### src/rtl/lbk_regs.svh
// register map, field positions and reset values of the loopback/status/transmit bank
`ifndef LBK_REGS_SVH
`define LBK_REGS_SVH

// register addresses
`define LBK_ADDR_LOOP 8'h02
`define LBK_ADDR_LOS_A 8'h1F
`define LBK_ADDR_LOS_B 8'h3F
`define LBK_ADDR_CFG_A 8'hC0
`define LBK_ADDR_LVL1_A 8'hC1
`define LBK_ADDR_LVL0_A 8'hC2
`define LBK_ADDR_CFG_B 8'hE0
`define LBK_ADDR_LVL1_B 8'hE1
`define LBK_ADDR_LVL0_B 8'hE2

// reset values
`define LBK_LOOP_RST 8'h00
`define LBK_CFG_RST 8'h20
`define LBK_LVL_RST 8'h40
`define LBK_UNMAPPED 8'h00

// implemented-bit masks, other bits read zero
`define LBK_LOOP_MASK 8'h03
`define LBK_CFG_MASK 8'h37

// field positions
`define LBK_LOOP_CABLE_BIT 0
`define LBK_LOOP_BOARD_BIT 1
`define LBK_CFG_EN_BIT 5
`define LBK_CFG_RATE_BIT 4
`define LBK_CFG_PE_MSB 2
`define LBK_LVL_SRC_BIT 7
`define LBK_LVL_MSB 6

// serial byte framing
`define LBK_BYTE_BITS 4'h8
`define LBK_LAST_BIT 4'h7

`endif

### src/rtl/lbk_pkg.sv
// types shared by the loopback/status/transmit bank
package lbk_pkg;
    typedef logic [7:0] lbk_byte_t;
    typedef logic [2:0] lbk_pe_t;
    typedef logic [6:0] lbk_lvl_t;
    typedef enum {LBK_ST_IDLE, LBK_ST_ADDR, LBK_ST_AACK, LBK_ST_REG, LBK_ST_REG_ACK,
        LBK_ST_WDATA, LBK_ST_WACK, LBK_ST_RDATA, LBK_ST_RACK} lbk_i2c_state_t;
    typedef enum {LBK_R_NONE, LBK_R_LOOP, LBK_R_LOS_A, LBK_R_LOS_B, LBK_R_CFG_A,
        LBK_R_LVL1_A, LBK_R_LVL0_A, LBK_R_CFG_B, LBK_R_LVL1_B, LBK_R_LVL0_B} lbk_reg_t;
endpackage

### src/rtl/lbk_sync.sv
// three-flop input synchroniser, output follows once stages two and three agree
`timescale 1ns/1ps
`default_nettype none
module lbk_sync #(
    parameter int W = 1
) (
    input wire logic clk,
    input wire logic reset,
    input wire logic [W-1:0] raw,
    output logic [W-1:0] q
);
    logic [W-1:0] s1_r;
    logic [W-1:0] s2_r;
    logic [W-1:0] s3_r;

    // first stage feeds only the second one
    always_ff @(posedge clk or posedge reset) begin
        if (reset) begin
            s1_r <= '0;
            s2_r <= '0;
            s3_r <= '0;
        end else begin
            s1_r <= raw;
            s2_r <= s1_r;
            s3_r <= s2_r;
        end
    end

    // per bit: a change counts once it has stood two samples
    for (genvar i = 0; i < W; i++) begin : g_bit
        always_ff @(posedge clk or posedge reset) begin
            if (reset) begin
                q[i] <= 1'b0;
            end else if (s2_r[i] == s3_r[i]) begin
                q[i] <= s3_r[i];
            end
        end
    end
endmodule // lbk_sync
`default_nettype wire

### src/rtl/lbk_los_latch.sv
// latched no-signal flags for one port
`timescale 1ns/1ps
`default_nettype none
module lbk_los_latch #(
    parameter int N = 4
) (
    input wire logic clk,
    input wire logic reset,
    input wire logic [N-1:0] live,
    input wire logic clr_stb,
    input wire logic [N-1:0] clr_data,
    output logic [N-1:0] latched
);
    // a live loss sets the flag even in the clearing cycle; writing 1 leaves it
    for (genvar i = 0; i < N; i++) begin : g_flag
        always_ff @(posedge clk or posedge reset) begin
            if (reset) begin
                latched[i] <= 1'b0;
            end else if (live[i]) begin
                latched[i] <= 1'b1;
            end else if (clr_stb && !clr_data[i]) begin
                latched[i] <= 1'b0;
            end
        end
    end
endmodule // lbk_los_latch
`default_nettype wire

### src/rtl/lbk_top.sv
// loopback, signal-loss status and transmit configuration bank behind a serial slave
//
// How it works
// - per-port status: latched high nibble, live low
// - live follows loss; latched sticks until zero-write
// - toggle pin drives board-side loopback only
// - board loopback keeps the through path running
// - bit0 cable-side, bit1 board-side loopback
// - in pin mode pin overrides bit 1
// - both bits set stop all through traffic
// - pin modes ignore bits, pin selects board
// - serial modes ignore pin, decode two bits
// - eight settings, pins reach 0/2/4/6
// - written 3-bit field beats the pins
// - port settings shared by all four channels
// - config bit 4 selects high data rate
// - level register 1 bit 7 picks source
// - config: enable, rate, field; resets 0x20
// - two level registers, 7-bit fields, reset 0x40
`include "lbk_regs.svh"
`timescale 1ns/1ps
`default_nettype none
module lbk_top #(
    parameter int NUM_CH = 4,
    // slave address value is arbitrary
    parameter logic [6:0] DEV_ADDR = 7'h38
) (
    input wire logic clk,
    input wire logic reset,
    input wire logic scl_in,
    input wire logic sda_in,
    output logic sda_out,
    output logic sda_oe,
    input wire logic [NUM_CH-1:0] los_live_a,
    input wire logic [NUM_CH-1:0] los_live_b,
    input wire logic loopback_toggle_pin,
    input wire logic [1:0] preemph_toggle_pins_a,
    input wire logic [1:0] preemph_toggle_pins_b,
    input wire logic [1:0] control_mode,
    output logic cable_side_loop_en,
    output logic board_side_loop_en,
    output logic through_path_en,
    output lbk_pkg::lbk_pe_t [1:0] preemph_setting,
    output logic [1:0] data_rate_high,
    output logic [1:0] out_enable,
    output logic [1:0] preemph_source_select,
    output lbk_pkg::lbk_lvl_t [1:0] output_level_field_one,
    output lbk_pkg::lbk_lvl_t [1:0] output_level_field_zero
);
    import lbk_pkg::*;

    // status byte layout is fixed at four channels per port
    if (NUM_CH != 4) begin : g_bad_ch
        $error("lbk_top: NUM_CH must be 4");
    end

    localparam int SW = 2 * NUM_CH + 9;

    logic [SW-1:0] sync_q;
    logic scl_s;
    logic sda_s;
    logic toggle_s;
    logic [1:0] pe_pins_s [2];
    logic [1:0] mode_s;
    logic [NUM_CH-1:0] live_s [2];
    logic [NUM_CH-1:0] latched [2];
    logic scl_prev_r;
    logic sda_prev_r;
    logic start_det;
    logic stop_det;
    logic scl_rise;
    logic scl_fall;
    lbk_i2c_state_t state_r;
    logic [3:0] cnt_r;
    lbk_byte_t shift_r;
    lbk_byte_t ptr_r;
    logic rw_r;
    logic nack_r;
    logic wr_stb_r;
    lbk_byte_t rd_byte;
    lbk_reg_t wr_sel;
    lbk_reg_t rd_sel;
    lbk_byte_t loop_r;
    lbk_byte_t cfg_r [2];
    lbk_byte_t lvl1_r [2];
    lbk_byte_t lvl0_r [2];
    logic [1:0] pe_written_r;
    logic serial_mode;
    logic cable_nxt;
    logic board_nxt;

    // register address decode, shared by the write and read sides
    function automatic lbk_reg_t reg_decode(input lbk_byte_t a);
        lbk_reg_t r;
        r = LBK_R_NONE;
        case (a)
            `LBK_ADDR_LOOP: r = LBK_R_LOOP;
            `LBK_ADDR_LOS_A: r = LBK_R_LOS_A;
            `LBK_ADDR_LOS_B: r = LBK_R_LOS_B;
            `LBK_ADDR_CFG_A: r = LBK_R_CFG_A;
            `LBK_ADDR_LVL1_A: r = LBK_R_LVL1_A;
            `LBK_ADDR_LVL0_A: r = LBK_R_LVL0_A;
            `LBK_ADDR_CFG_B: r = LBK_R_CFG_B;
            `LBK_ADDR_LVL1_B: r = LBK_R_LVL1_B;
            `LBK_ADDR_LVL0_B: r = LBK_R_LVL0_B;
            default: r = LBK_R_NONE;
        endcase
        return r;
    endfunction

    // all pins are asynchronous: one shared synchroniser
    lbk_sync #(
        .W(SW)
    ) u_sync (
        .clk(clk),
        .reset(reset),
        .raw({scl_in, sda_in, loopback_toggle_pin, preemph_toggle_pins_b,
            preemph_toggle_pins_a, control_mode, los_live_b, los_live_a}),
        .q(sync_q)
    );

    // unpack the synchronised pins
    assign live_s[0] = sync_q[NUM_CH-1:0];
    assign live_s[1] = sync_q[2*NUM_CH-1:NUM_CH];
    assign mode_s = sync_q[2*NUM_CH+1:2*NUM_CH];
    assign pe_pins_s[0] = sync_q[2*NUM_CH+3:2*NUM_CH+2];
    assign pe_pins_s[1] = sync_q[2*NUM_CH+5:2*NUM_CH+4];
    assign toggle_s = sync_q[2*NUM_CH+6];
    assign sda_s = sync_q[2*NUM_CH+7];
    assign scl_s = sync_q[2*NUM_CH+8];

    // bus line history for edge and framing detection
    always_ff @(posedge clk or posedge reset) begin
        if (reset) begin
            scl_prev_r <= 1'b0;
            sda_prev_r <= 1'b0;
        end else begin
            scl_prev_r <= scl_s;
            sda_prev_r <= sda_s;
        end
    end

    // start and stop are data edges while the clock line is high
    assign start_det = scl_s && scl_prev_r && sda_prev_r && !sda_s;
    assign stop_det = scl_s && scl_prev_r && !sda_prev_r && sda_s;
    assign scl_rise = scl_s && !scl_prev_r;
    assign scl_fall = !scl_s && scl_prev_r;

    // serial slave: address, register pointer, then data with auto-increment
    always_ff @(posedge clk or posedge reset) begin
        if (reset) begin
            state_r <= LBK_ST_IDLE;
            cnt_r <= 4'h0;
            shift_r <= 8'h00;
            ptr_r <= 8'h00;
            rw_r <= 1'b0;
            nack_r <= 1'b0;
            sda_oe <= 1'b0;
            wr_stb_r <= 1'b0;
        end else begin
            wr_stb_r <= 1'b0;
            if (start_det) begin
                state_r <= LBK_ST_ADDR;
                cnt_r <= 4'h0;
                sda_oe <= 1'b0;
            end else if (stop_det) begin
                state_r <= LBK_ST_IDLE;
                sda_oe <= 1'b0;
            end else if (scl_rise) begin
                case (state_r)
                    LBK_ST_ADDR, LBK_ST_REG, LBK_ST_WDATA: begin
                        shift_r <= {shift_r[6:0], sda_s};
                        cnt_r <= cnt_r + 4'h1;
                    end
                    LBK_ST_RACK: nack_r <= sda_s;
                    default: ;
                endcase
            end else if (scl_fall) begin
                case (state_r)
                    LBK_ST_ADDR: begin
                        if (cnt_r == `LBK_BYTE_BITS) begin
                            // foreign addresses are left alone until the next start
                            if (shift_r[7:1] == DEV_ADDR) begin
                                rw_r <= shift_r[0];
                                sda_oe <= 1'b1;
                                state_r <= LBK_ST_AACK;
                            end else begin
                                state_r <= LBK_ST_IDLE;
                            end
                        end
                    end
                    LBK_ST_AACK: begin
                        cnt_r <= 4'h0;
                        if (rw_r) begin
                            shift_r <= rd_byte;
                            sda_oe <= ~rd_byte[7];
                            state_r <= LBK_ST_RDATA;
                        end else begin
                            sda_oe <= 1'b0;
                            state_r <= LBK_ST_REG;
                        end
                    end
                    LBK_ST_REG: begin
                        if (cnt_r == `LBK_BYTE_BITS) begin
                            ptr_r <= shift_r;
                            sda_oe <= 1'b1;
                            state_r <= LBK_ST_REG_ACK;
                        end
                    end
                    LBK_ST_REG_ACK: begin
                        sda_oe <= 1'b0;
                        cnt_r <= 4'h0;
                        state_r <= LBK_ST_WDATA;
                    end
                    LBK_ST_WDATA: begin
                        if (cnt_r == `LBK_BYTE_BITS) begin
                            wr_stb_r <= 1'b1;
                            sda_oe <= 1'b1;
                            state_r <= LBK_ST_WACK;
                        end
                    end
                    LBK_ST_WACK: begin
                        sda_oe <= 1'b0;
                        cnt_r <= 4'h0;
                        ptr_r <= ptr_r + 8'h01;
                        state_r <= LBK_ST_WDATA;
                    end
                    LBK_ST_RDATA: begin
                        if (cnt_r == `LBK_LAST_BIT) begin
                            sda_oe <= 1'b0;
                            ptr_r <= ptr_r + 8'h01;
                            state_r <= LBK_ST_RACK;
                        end else begin
                            shift_r <= {shift_r[6:0], 1'b0};
                            sda_oe <= ~shift_r[6];
                            cnt_r <= cnt_r + 4'h1;
                        end
                    end
                    LBK_ST_RACK: begin
                        // a missing acknowledge ends the read burst
                        if (nack_r) begin
                            state_r <= LBK_ST_IDLE;
                        end else begin
                            shift_r <= rd_byte;
                            sda_oe <= ~rd_byte[7];
                            cnt_r <= 4'h0;
                            state_r <= LBK_ST_RDATA;
                        end
                    end
                    default: state_r <= LBK_ST_IDLE;
                endcase
            end
        end
    end

    // open drain: the line is only ever pulled low
    always_ff @(posedge clk or posedge reset) begin
        if (reset) begin
            sda_out <= 1'b0;
        end else begin
            sda_out <= 1'b0;
        end
    end

    // write data and pointer hold still while the strobe is high
    assign wr_sel = reg_decode(ptr_r);
    assign rd_sel = reg_decode(ptr_r);

    lbk_los_latch #(
        .N(NUM_CH)
    ) u_latch_a (
        .clk(clk),
        .reset(reset),
        .live(live_s[0]),
        .clr_stb(wr_stb_r && (wr_sel == LBK_R_LOS_A)),
        .clr_data(shift_r[7:4]),
        .latched(latched[0])
    );

    lbk_los_latch #(
        .N(NUM_CH)
    ) u_latch_b (
        .clk(clk),
        .reset(reset),
        .live(live_s[1]),
        .clr_stb(wr_stb_r && (wr_sel == LBK_R_LOS_B)),
        .clr_data(shift_r[7:4]),
        .latched(latched[1])
    );

    // read multiplexer, unmapped addresses return zero
    always_comb begin
        case (rd_sel)
            LBK_R_LOOP: rd_byte = loop_r;
            LBK_R_LOS_A: rd_byte = {latched[0], live_s[0]};
            LBK_R_LOS_B: rd_byte = {latched[1], live_s[1]};
            LBK_R_CFG_A: rd_byte = cfg_r[0];
            LBK_R_LVL1_A: rd_byte = lvl1_r[0];
            LBK_R_LVL0_A: rd_byte = lvl0_r[0];
            LBK_R_CFG_B: rd_byte = cfg_r[1];
            LBK_R_LVL1_B: rd_byte = lvl1_r[1];
            LBK_R_LVL0_B: rd_byte = lvl0_r[1];
            default: rd_byte = `LBK_UNMAPPED;
        endcase
    end

    // loopback control register
    always_ff @(posedge clk or posedge reset) begin
        if (reset) begin
            loop_r <= `LBK_LOOP_RST;
        end else if (wr_stb_r && (wr_sel == LBK_R_LOOP)) begin
            loop_r <= shift_r & `LBK_LOOP_MASK;
        end
    end

    // per-port transmit registers, one setting for all channels of a port
    for (genvar p = 0; p < 2; p++) begin : g_port
        localparam lbk_reg_t CFG_ID = (p == 0) ? LBK_R_CFG_A : LBK_R_CFG_B;
        localparam lbk_reg_t LVL1_ID = (p == 0) ? LBK_R_LVL1_A : LBK_R_LVL1_B;
        localparam lbk_reg_t LVL0_ID = (p == 0) ? LBK_R_LVL0_A : LBK_R_LVL0_B;

        always_ff @(posedge clk or posedge reset) begin
            if (reset) begin
                cfg_r[p] <= `LBK_CFG_RST;
            end else if (wr_stb_r && (wr_sel == CFG_ID)) begin
                cfg_r[p] <= shift_r & `LBK_CFG_MASK;
            end
        end

        always_ff @(posedge clk or posedge reset) begin
            if (reset) begin
                pe_written_r[p] <= 1'b0;
            end else if (wr_stb_r && (wr_sel == CFG_ID)) begin
                pe_written_r[p] <= 1'b1;
            end
        end

        // level registers; level 1 stored as written, level 0 bit 7 cleared, host keeps combos legal
        always_ff @(posedge clk or posedge reset) begin
            if (reset) begin
                lvl1_r[p] <= `LBK_LVL_RST;
                lvl0_r[p] <= `LBK_LVL_RST;
            end else if (wr_stb_r) begin
                if (wr_sel == LVL1_ID) begin
                    lvl1_r[p] <= shift_r;
                end
                if (wr_sel == LVL0_ID) begin
                    lvl0_r[p] <= shift_r & {1'b0, 7'h7F};
                end
            end
        end

        // pins give even settings; one value per port
        always_ff @(posedge clk or posedge reset) begin
            if (reset) begin
                preemph_setting[p] <= 3'h0;
            end else if (pe_written_r[p]) begin
                preemph_setting[p] <= cfg_r[p][`LBK_CFG_PE_MSB:0];
            end else begin
                preemph_setting[p] <= {pe_pins_s[p], 1'b0};
            end
        end

        assign data_rate_high[p] = cfg_r[p][`LBK_CFG_RATE_BIT];
        assign out_enable[p] = cfg_r[p][`LBK_CFG_EN_BIT];
        assign preemph_source_select[p] = lvl1_r[p][`LBK_LVL_SRC_BIT];
        assign output_level_field_one[p] = lvl1_r[p][`LBK_LVL_MSB:0];
        assign output_level_field_zero[p] = lvl0_r[p][`LBK_LVL_MSB:0];
    end

    // pin modes 00 and 01, serial modes 10 and 11
    assign serial_mode = mode_s[1];
    // pin never reaches cable side; bit 0
    assign cable_nxt = serial_mode && loop_r[`LBK_LOOP_CABLE_BIT];
    // pin overrides bit 1 in pin mode
    assign board_nxt = serial_mode ? loop_r[`LBK_LOOP_BOARD_BIT] : toggle_s;

    // loopback outputs are registered so they never glitch on decode
    always_ff @(posedge clk or posedge reset) begin
        if (reset) begin
            cable_side_loop_en <= 1'b0;
            board_side_loop_en <= 1'b0;
            through_path_en <= 1'b1;
        end else begin
            cable_side_loop_en <= cable_nxt;
            board_side_loop_en <= board_nxt;
            // single loopback keeps traffic; full loopback stops it
            through_path_en <= !(cable_nxt && board_nxt);
        end
    end
endmodule // lbk_top
`default_nettype wire

### config.mk
export PLATFORM = sky130hd
export DESIGN_NAME = lbk_top
export DESIGN_NICKNAME = d
export VERILOG_FILES = /design/src/rtl/lbk_pkg.sv /design/src/rtl/lbk_sync.sv /design/src/rtl/lbk_los_latch.sv /design/src/rtl/lbk_top.sv
export VERILOG_INCLUDE_DIRS = /design/src /design/src/rtl
export SDC_FILE = /design/constraint.sdc
export NUM_CORES = 1
export LEC_CHECK = 0
export ABC_AREA = 0
export BUFFER_PORTS_ARGS = -buffer_cell sky130_fd_sc_hd__clkbuf_2
export CAP_MARGIN = 20
export CORE_AREA = 10 10 133 135
export DETAILED_ROUTE_END_ITERATION = 8
export DIE_AREA = 0 0 143 145
export PLACE_DENSITY = 0.65
export SLEW_MARGIN = 20
export SYNTH_ARGS = -nofsm -noshare
export SYNTH_HDL_FRONTEND = slang
export SYNTH_SLANG_ARGS = --single-unit
### constraint.sdc
create_clock -name clk -period 9.9 [get_ports clk]
set_input_delay 1.98 -clock clk [delete_from_list [all_inputs] [get_ports clk]]
set_output_delay 1.98 -clock clk [all_outputs]
set_load 0.005 [all_outputs]
==> results of run 1 <==
## state kept, by name, summed over array words and instances, names as in the netlist, 6 cells and up
register,cells
output_level_field_one,14
output_level_field_zero,14
preemph_setting,6
u_sync.s2_r,16
shift_r,8
u_sync.q,16
u_sync.s3_r,16
u_sync.s1_r,16
cfg_r,6
ptr_r,8
## worst min-delay path by stage
stage	startpoint	endpoint	slack, ps	cells after the start
after CTS	u_sync.s1_r[3]	u_sync.s2_r[3]	350	0
final	u_sync.s1_r[3]	u_sync.s2_r[3]	350	0
after floorplan	u_sync.s1_r[0]	u_sync.s2_r[0]	330	0
after global routing	u_sync.s1_r[3]	u_sync.s2_r[3]	360	0
after global placement	u_sync.s1_r[0]	u_sync.s2_r[0]	330	0
after detailed placement	u_sync.s1_r[12]	u_sync.s2_r[12]	340	0
## per-layer routing
layer  global-route usage, %  vias up  wire length, um
met1                    19.8     2374             6860
met3                    5.31       43              978
li1                        -     2174                -
met2                    25.1      149             7480
met4                    8.41        0              576
met5                       0        -                0
## area by class of cell
| class | count | area, um^2 | area share (%) |
|---|---|---|---|
| Timing Repair Buffer | 62 | 313 | 4.03 |
| Sequential cell | 155 | 3890 | 50.0 |
| Inverter | 14 | 57.6 | 0.741 |
| Clock inverter | 14 | 158 | 2.03 |
| Tap cell | 188 | 235 | 3.03 |
| Multi-Input combinational cell | 369 | 2690 | 34.6 |
| Clock buffer | 18 | 429 | 5.52 |
## power by group
group          total [mW]  switching, mW  internal [mW]
logic               0.262          0.154          0.108
registers           0.812          0.125          0.687
clock network       0.644          0.267          0.377
## worst max-delay path, cell delays in order, from the launching register on
cell	delay (ps)
dfrtp_1	860
or3b_2	500
o2111ai_1	200
and2_1	490
nand3_1	520
mux2_2	430
## layout by cell type, fill, tap and decap left out, types with 4 or more instances in the layout
| master | Yosys | layout |
|---|---|---|
| ha_1 | 9 | 9 |
| nand2b_1 | 15 | 15 |
| a211oi_1 | 7 | 7 |
| and3_1 | 7 | 7 |
| nand3_1 | 22 | 22 |
| or2_2 | 5 | 5 |
| nor3b_1 | 4 | 4 |
| nor2b_1 | 6 | 6 |
| a22oi_1 | 6 | 6 |
| mux2_2 | 50 | 50 |
| o22ai_1 | 5 | 5 |
| dfrtp_1 | 148 | 148 |
| and2_1 | 7 | 7 |
| clkbuf_2 | 0 | 61 |
| o211ai_1 | 6 | 6 |
| maj3_1 | 16 | 16 |
| mux2i_1 | 17 | 17 |
| inv_6 | 0 | 6 |
| nand4_1 | 4 | 4 |
| nand2_1 | 22 | 22 |
| nor3_1 | 16 | 16 |
| clkbuf_16 | 0 | 17 |
| nor2_1 | 34 | 34 |
| a21oi_1 | 22 | 22 |
| dfstp_2 | 7 | 7 |
| inv_1 | 14 | 13 |
| o21ai_0 | 25 | 25 |
## stage by stage
stage	hold slack, ps	cell area (um^2)	util [%]	power [mW]
after detailed placement	336	7180	47.7	1.08
final	349	7770	51.7	1.72
after floorplan	331	6800	-	0.993
after global routing	360	7770	51.7	1.81
after CTS	352	7760	51.6	1.73
after global placement	332	7180	47.7	1.07
## cells by family (layout without fill, tap and decap cells)
logic type,count (synthesis),in the layout,share of synthesized area (%)
muxes,69,69,11.2
buffers and inverters,50,108,3.39
AOI/OAI and AO/OA,109,109,10.7
and+or+nand+nor,165,165,13.4
adders and majority gates,25,25,4.01
other,1,1,0.0551
DFF,155,155,57.2
==> flow_summary.ini, run 1 <==
[run_status]
outcome = finished, final reports clean

[hold_path]
hold_path_class = reg -> reg

[yosys]
ys_types = 67
synth_nets = 602
synth.yosys.warnings = 0
netlist_top_cells_count = 148 x dfrtp_1, 50 x mux2_2, 34 x nor2_1
syn_area_per_cell_um2 = 11.8
synthesis.area_mm2 = 0.00680
ys_ff_latch = 155
synthArstFlopShare_pct = 100
synth_edf_count = 0
synth_most_common_cell = dfrtp_1
ys_top_cells_by_area = dfrtp_1 54%, mux2_2 8.3%, dfstp_2 2.7%
syn-instance-count = 574
synth_top_area_share_pct = 54.5
synth-seq-area-share_pct = 57.2
synth_flop_cell = dfrtp_1
synth_top_cell_by_area = dfrtp_1

[floorplan]
row_count = 45
initial_core_util_pct = 45.2
core_mm2 = 0.0150
dieHeight_um = 145
dieArea_mm2 = 0.0207
io_pins = 64
dieWidth_um = 143

[cts]
clockBufferDepth = 2
clock-sinks = 155
cts.htree.levels = 4
cts_tree = built
ctsRootBufferMaster = clkbuf_16
hold_buffers = 0
clock_latency_ps = 430
cts_buffers = 17
cts_setup_buffers = 0
cts_resized = 0
clk_pin_slew_ps = 60

[sta]
setup_tns_ps = 0
setup_viol = 0
slew_violations = 0
fmax_ghz = 0.320
fin_crit_ps = 3130
rsz0062_at_grt = no
tightestPinTransition_ps = 985
timing.final.crit_share_pct = 31.6
setup_slack_ps = 6770
finClkSkew_ps = 7.59
max-slew-margin-rel_pct = 33.8
hold_violations = 0

[global_routing]
grt_pass1_vias = 5029
grt.total_usage_pct = 16.2
grt_first_pass_wirelength_um = 26800
antenna_found_initial = 0
grt_max_degree = 106
grt.overflow.total = 0

[setup_path]
worstRegToRegCells = 5
crit_start = ptr_r[5]
regToRegEndpoint = output_level_field_one[8]
r2r_slack_ps = 6770
crit_path_end_kind = flop
worst-path-max-fanout = 22
crit_path_end = output_level_field_one[8]
cp.arrival_ps = 3430
r2r-start = ptr_r[5]
required_ps = 10210
critPathKind = reg -> reg
worstSetupStartpointType = flop

[routing]
initialDrtViolationCount = 368
drt-wirelength-per-cell_um = 19.4
drc_errors = 0
num_vias = 4740
drt-total-wl_um = 15900
drt_first_pass_iters = 5
vias_per_cell = 5.78
antenna_left = 0

[finish]
fillerInstances = 1280
final_nets = 647
drive_above_1_share_pct = 26.3
final_cells = 820
diodes = 0
area_growth_pct = 14.2

[place]
dp_hpwl_um = 11100
dp_cells = 788
port_buffers = 61
finalWeightedCongestion = 0.893
pre_cts_ws_ps = 6420

[flow_run]
max-cap-violations = 0

[power]
powerDensity_mw_per_mm2 = 221
ir_drop_mv = 0.118
p_leak_nw = 3.50
Note: power is estimated with default switching activity, not from simulation.
==> run 2: changes to the inputs <==
--- a/config.mk
+++ b/config.mk
@@ -6,13 +6,13 @@
 export SDC_FILE = /design/constraint.sdc
 export NUM_CORES = 1
 export LEC_CHECK = 0
-export ABC_AREA = 0
+export ABC_AREA = 1
 export BUFFER_PORTS_ARGS = -buffer_cell sky130_fd_sc_hd__clkbuf_2
 export CAP_MARGIN = 20
-export CORE_AREA = 10 10 133 135
+export CORE_AREA = 10 10 132 134
 export DETAILED_ROUTE_END_ITERATION = 8
-export DIE_AREA = 0 0 143 145
-export PLACE_DENSITY = 0.65
+export DIE_AREA = 0 0 142 144
+export PLACE_DENSITY = 0.67
 export SLEW_MARGIN = 20
 export SYNTH_ARGS = -nofsm -noshare
 export SYNTH_HDL_FRONTEND = slang
==> constraint.sdc (replaced) <==
create_clock -name clk -period 2.7 [get_ports clk]
set_input_delay 0.54 -clock clk [delete_from_list [all_inputs] [get_ports clk]]
set_output_delay 0.54 -clock clk [all_outputs]
set_load 0.005 [all_outputs]
==> run 2 against run 1 <==
Design area up 0.64%. Critical path type unchanged. Die area shrank 1.4%. Clock-buffer cell count increased by 3. Largest cell class unchanged. Highest routed layer unchanged.
==> flow_summary.ini, run 2 <==
[cts]
clockBufferDepth = 2
cts_resized = 0
ctsRootBufferMaster = clkbuf_16
clk_pin_slew_ps = 60
cts_tree = built
clock-sinks = 155
clock_latency_ps = 420
hold_buffers = 0
cts_setup_buffers = 0
cts_buffers = 17
cts.htree.levels = 4

[floorplan]
io_pins = 64
dieWidth_um = 142
initial_core_util_pct = 45.2
row_count = 45
core_mm2 = 0.0149
dieHeight_um = 144
dieArea_mm2 = 0.0204

[yosys]
synth_edf_count = 0
syn-instance-count = 711
synth_top_area_share_pct = 55.1
ys_types = 45
synth-seq-area-share_pct = 57.9
synth_flop_cell = dfrtp_1
synth_nets = 739
synthArstFlopShare_pct = 100
synth.yosys.warnings = 0
synth_most_common_cell = nand2_1
ys_ff_latch = 155
synthesis.area_mm2 = 0.00672
ys_top_cells_by_area = dfrtp_1 55%, nand2_1 9.4%, inv_1 4.2%
syn_area_per_cell_um2 = 9.45
synth_top_cell_by_area = dfrtp_1
netlist_top_cells_count = 169 x nand2_1, 148 x dfrtp_1, 76 x inv_1

[setup_path]
worst-path-max-fanout = 12
crit_path_end_kind = flop
cp.arrival_ps = 2670
required_ps = 2990
worstSetupStartpointType = flop
critPathKind = reg -> reg
crit_chain = ha_1, nand3_1, nor2_1, nand2_1, nand3_4, nor2_4, nand2_1, inv_2, nand2_1, o2111ai_1, a21oi_1
crit_path_max_incr_delay_ps = 420
slowest_stage = dfrtp_1
cp_num_buf_inv = 1
path_delay_family = simple AND/OR/NAND/NOR gates
crit_top_cell = nand2_1

[routing]
drt_first_pass_iters = 5
antenna_left = 0
initialDrtViolationCount = 420
vias_per_cell = 5.18
num_vias = 5081
drc_errors = 0
drt-total-wl_um = 15300
drt-wirelength-per-cell_um = 15.6

[sta]
hold_violations = 0
setup_viol = 0
finClkSkew_ps = 5.15
holdWs_ps = 221
rsz0062_at_grt = no
fmax_ghz = 0.419
setup_tns_ps = 0
tightestPinTransition_ps = 611
slew_violations = 0
timing.final.crit_share_pct = 88.3
fin_crit_ps = 2380
max-slew-margin-rel_pct = 59.3

[finish]
final_common_cell = nand2_1
design_area_mm2 = 0.00782
final_nets = 808
diodes = 0
final_cells = 981
final_cell_mix = 169 x nand2_1, 148 x dfrtp_1, 75 x inv_1, 61 x clkbuf_2
area_growth_pct = 16.4
drive_above_1_share_pct = 16.8

[global_routing]
grt.overflow.total = 0
grt_pass1_vias = 5101
grt_first_pass_wirelength_um = 25600
grt.total_usage_pct = 15.8
grt_max_degree = 107
antenna_found_initial = 0

[place]
dp_cells = 949
dp_hpwl_um = 10900
finalWeightedCongestion = 0.879
port_buffers = 61
place_area_mm2 = 0.00719

[flow_run]
max-cap-violations = 0

[power]
ir_drop_mv = 0.476
powerDensity_mw_per_mm2 = 731
p_leak_nw = 3.83

[run_status]
outcome = finished, final reports clean

[hold_path]
hold_path_class = in -> reg
[run 2: changes by cell type in the layout (fill, tap and decap cells not counted), sizes merged, moves of 7 or more]
cell | previous run | this run
o21ai | 27 | 70
nand4 | 4 | 12
a211oi | 7 | 0
and2 | 7 | 0
nand2b | 15 | 0
nand2 | 22 | 178
nor2 | 35 | 59
mux2i | 17 | 0
mux2 | 52 | 1
nand3 | 22 | 42
inv | 21 | 83
[run 2: layout make-up]
class,count,area [um^2]
fillers,1392,7050
flip-flops and latches,155,3890
multi-input cells,457,2380
clock buffers,21,450
repair buffers,68,370
inverters,81,315
well taps,188,235
clock inverters,11,183
[run 2: kinds of logic after synthesis]
logic type / count (synthesis) / synth area share (%)
other: 1 / 0.0558
AND/OR/NAND/NOR: 305 / 20.7
buffers and inverters: 99 / 6.76
adder cells (fa/ha/maj): 25 / 4.06
multiplexers: 1 / 0.168
AO/OA/AOI/OAI: 123 / 10.2
XOR/XNOR: 2 / 0.261
flip-flops: 155 / 57.9
[run 2: final timing paths]
kind                       slack, ps                           to  cells after the start                startpoint
max                              320                       sda_oe                     11                  ptr_r[0]
min                              220              u_sync.s1_r[10]                      1  preemph_toggle_pins_a[0]
max reg2reg                      320                       sda_oe                     11                  ptr_r[0]
min reg2reg                      350              u_sync.s2_r[15]                      0           u_sync.s1_r[15]
max in group asynchronous       1950                   state_r[1]                      3                     reset
min in group asynchronous        240  output_level_field_zero[11]                      3                     reset
[run 2: metal layers]
| layer | wire, um | share of wire [%] | track usage [%] | vias up |
|---|---|---|---|---|
| met5 | 0 | 0 | 0 | - |
| met4 | 320 | 2.1 | 6.19 | 0 |
| met3 | 894 | 5.9 | 4.49 | 21 |
| met2 | 7370 | 48 | 24.9 | 147 |
| met1 | 6680 | 44 | 19.9 | 2444 |
| li1 | - | - | - | 2469 |
[run 2: stage by stage]
stage,power [mW],setup WS (ps),utilization (%)
2_1_floorplan,2.94,207,-
4_1_cts,5.76,355,52.6
6_report,5.71,315,52.6
5_1_grt,5.94,139,52.6
3_3_place_gp,3.18,435,48.3
3_5_place_dp,3.19,385,48.3
[run 2: power breakdown]
group / switching, mW / internal [mW]
clock: 0.973 / 1.59
sequential: 0.147 / 2.47
combinational: 0.388 / 0.144
==> run 3: changes to the inputs <==
--- a/config.mk
+++ b/config.mk
@@ -12,7 +12,6 @@
 export CORE_AREA = 10 10 132 134
 export DETAILED_ROUTE_END_ITERATION = 8
 export DIE_AREA = 0 0 142 144
-export PLACE_DENSITY = 0.67
 export SLEW_MARGIN = 20
 export SYNTH_ARGS = -nofsm -noshare
 export SYNTH_HDL_FRONTEND = slang
==> constraint.sdc (replaced) <==
create_clock -name clk -period 2.4 [get_ports clk]
set_input_delay 0.48 -clock clk [delete_from_list [all_inputs] [get_ports clk]]
set_output_delay 0.48 -clock clk [all_outputs]
set_load 0.005 [all_outputs]
==> run 3 against run 2 <==
First-iteration DRC count shrank 12%. Non-clock buffer count grew 8. Die area is the same. Critical path type unchanged. Clock skew grew 3.3 ps. Design area grew 0.38%. Sequential share of layout area shrank 0.19 points. Global-route usage grew 0.37 points. Core utilization grew 0.20 points. Cell count grew 0.82%.
==> flow_summary.ini, run 3 (synthesis gave the netlist of run 2 again) <==
[run_status]
outcome = finished, final reports clean

[global_routing]
antenna_found_initial = 0
grt_first_pass_wirelength_um = 26400
grt_pass1_vias = 5149
grt_max_degree = 95
grt.overflow.total = 0
grt.total_usage_pct = 16.1

[power]
p_total_mw = 6.15
p_leak_nw = 3.84
powerDensity_mw_per_mm2 = 783
ir_drop_mv = 0.642

[sta]
slew_violations = 0
timing.final.crit_share_pct = 92.5
hold_violations = 0
fmax_ghz = 0.450
rsz0062_at_grt = yes
max-slew-margin-rel_pct = 51.1
finClkSkew_ps = 8.50
setup_tns_ps = 0
setup_viol = 0
fin_crit_ps = 2220
tightestPinTransition_ps = 733

[routing]
antenna_left = 0
drt-total-wl_um = 15800
vias_per_cell = 5.17
drt_first_pass_iters = 5
drc_errors = 0
drt-wirelength-per-cell_um = 16.0
initialDrtViolationCount = 368
num_vias = 5111

[cts]
ctsRootBufferMaster = clkbuf_16
clock_latency_ps = 430
clock-sinks = 155
cts_buffers = 17
clockBufferDepth = 2
clk_pin_slew_ps = 70
cts.htree.levels = 4
cts_tree = built

[finish]
fillerInstances = 1397
multi_input_area_mm2 = 0.00240
final_nets = 816
regArea_mm2 = 0.00389
diodes = 0
final_cell_mix = 169 x nand2_1, 148 x dfrtp_1, 75 x inv_1, 61 x clkbuf_2, 49 x o21ai_0
area_growth_pct = 16.8
final_common_cell = nand2_1
drive_above_1_share_pct = 18.4

[setup_path]
crit_chain = inv_1, ha_1, nand2_2, nor2_4, nor2_2, nand3_4, nor2_4, buf_4, buf_4, nand3_2, nand2_1, o21ai_0
required_ps = 2690
crit_path_max_incr_delay_ps = 410
r2r-start = ptr_r[0]
worstSetupStartpointType = flop
r2r_slack_ps = 180
crit_path_end_kind = flop
worstRegToRegCells = 12
crit_path_end = cfg_r[8]
critPathKind = reg -> reg
slowest_stage = dfrtp_1
crit_start = ptr_r[0]
worst-path-max-fanout = 11
cp.arrival_ps = 2510
regToRegEndpoint = cfg_r[8]

[place]
finalWeightedCongestion = 0.916
port_buffers = 61
dp_hpwl_um = 11400

[floorplan]
dieWidth_um = 142
row_count = 45
core_mm2 = 0.0149
dieHeight_um = 144
dieArea_mm2 = 0.0204
initial_core_util_pct = 45.2
io_pins = 64

[hold_path]
hold_path_class = in -> reg

[flow_run]
max-cap-violations = 0
[run 3: changes by cell type in the layout (fill, tap and decap cells not counted), moves of 2 or more]
cell,change
buf_4,+6
bufinv_16,-4
clkbuf_1,-3
clkinv_4,-2
clkinv_8,+2
clkinvlp_4,+2
inv_6,+3
inv_8,+2
nor2_4,+2
[run 3: final cells by class]
cell class	instances	share of cell area, %
Inverter	81	4.02
Timing Repair Buffer	76	5.64
Clock buffer	17	5.42
Clock inverter	15	1.87
Tap cell	188	3.00
Sequential cell	155	49.5
Multi-Input combinational cell	457	30.5
[run 3: how the worst min path moves through the flow]
stage,start,to,depth (start not counted)
global route,loopback_toggle_pin,u_sync.s1_r[14],1
detailed placement,u_sync.s1_r[0],u_sync.s2_r[0],0
CTS,los_live_b[1],u_sync.s1_r[5],1
global placement,u_sync.s1_r[3],u_sync.s2_r[3],0
finish,los_live_b[1],u_sync.s1_r[5],1
floorplan,u_sync.s1_r[0],u_sync.s2_r[0],0
[run 3: repair_timing]
item	CTS	global route
endpoints found under the setup margin	0	33
hold buffers	0	0
resized for setup	0	6
endpoints found under the hold margin	0	0
setup buffers	0	6
[run 3: report_power, final]
group / internal [mW] / total, mW / switching [mW]
Clock: 1.38 / 2.57 / 1.20
Sequential: 2.78 / 2.95 / 0.168
Combinational: 0.173 / 0.629 / 0.456
Total: 4.33 / 6.15 / 1.82
[run 3: stage by stage]
step                      utilization, %  setup WS [ps]  hold WS [ps]  instances  area [um^2]
after floorplan                        -          -33.2           331        711         6720
after global placement              48.4            219           333        951         7200
after detailed placement            48.4            101           335        951         7200
after CTS                           52.3           89.4           144        983         7770
after global routing                52.8          -12.8           140        989         7850
final                               52.8            179           152        989         7850
[run 3: critical path, delay by kind of cell (launching register included)]
family                   cells  cell delay [ps]
buffers and inverters        3              360
adder cells (fa/ha/maj)      1              220
AND/OR/NAND/NOR              7             1030
flip-flops                   1              410
AO/OA/AOI/OAI                1               90
[run 3: per-layer routing]
metal / up-vias / global-route usage (%) / part of all wire (%)
li1: 2468 / - / -
met1: 2485 / 20.9 / 44
met2: 143 / 26.0 / 49
met3: 15 / 4.33 / 5.6
met4: 0 / 4.46 / 1.3
met5: - / 0 / 0
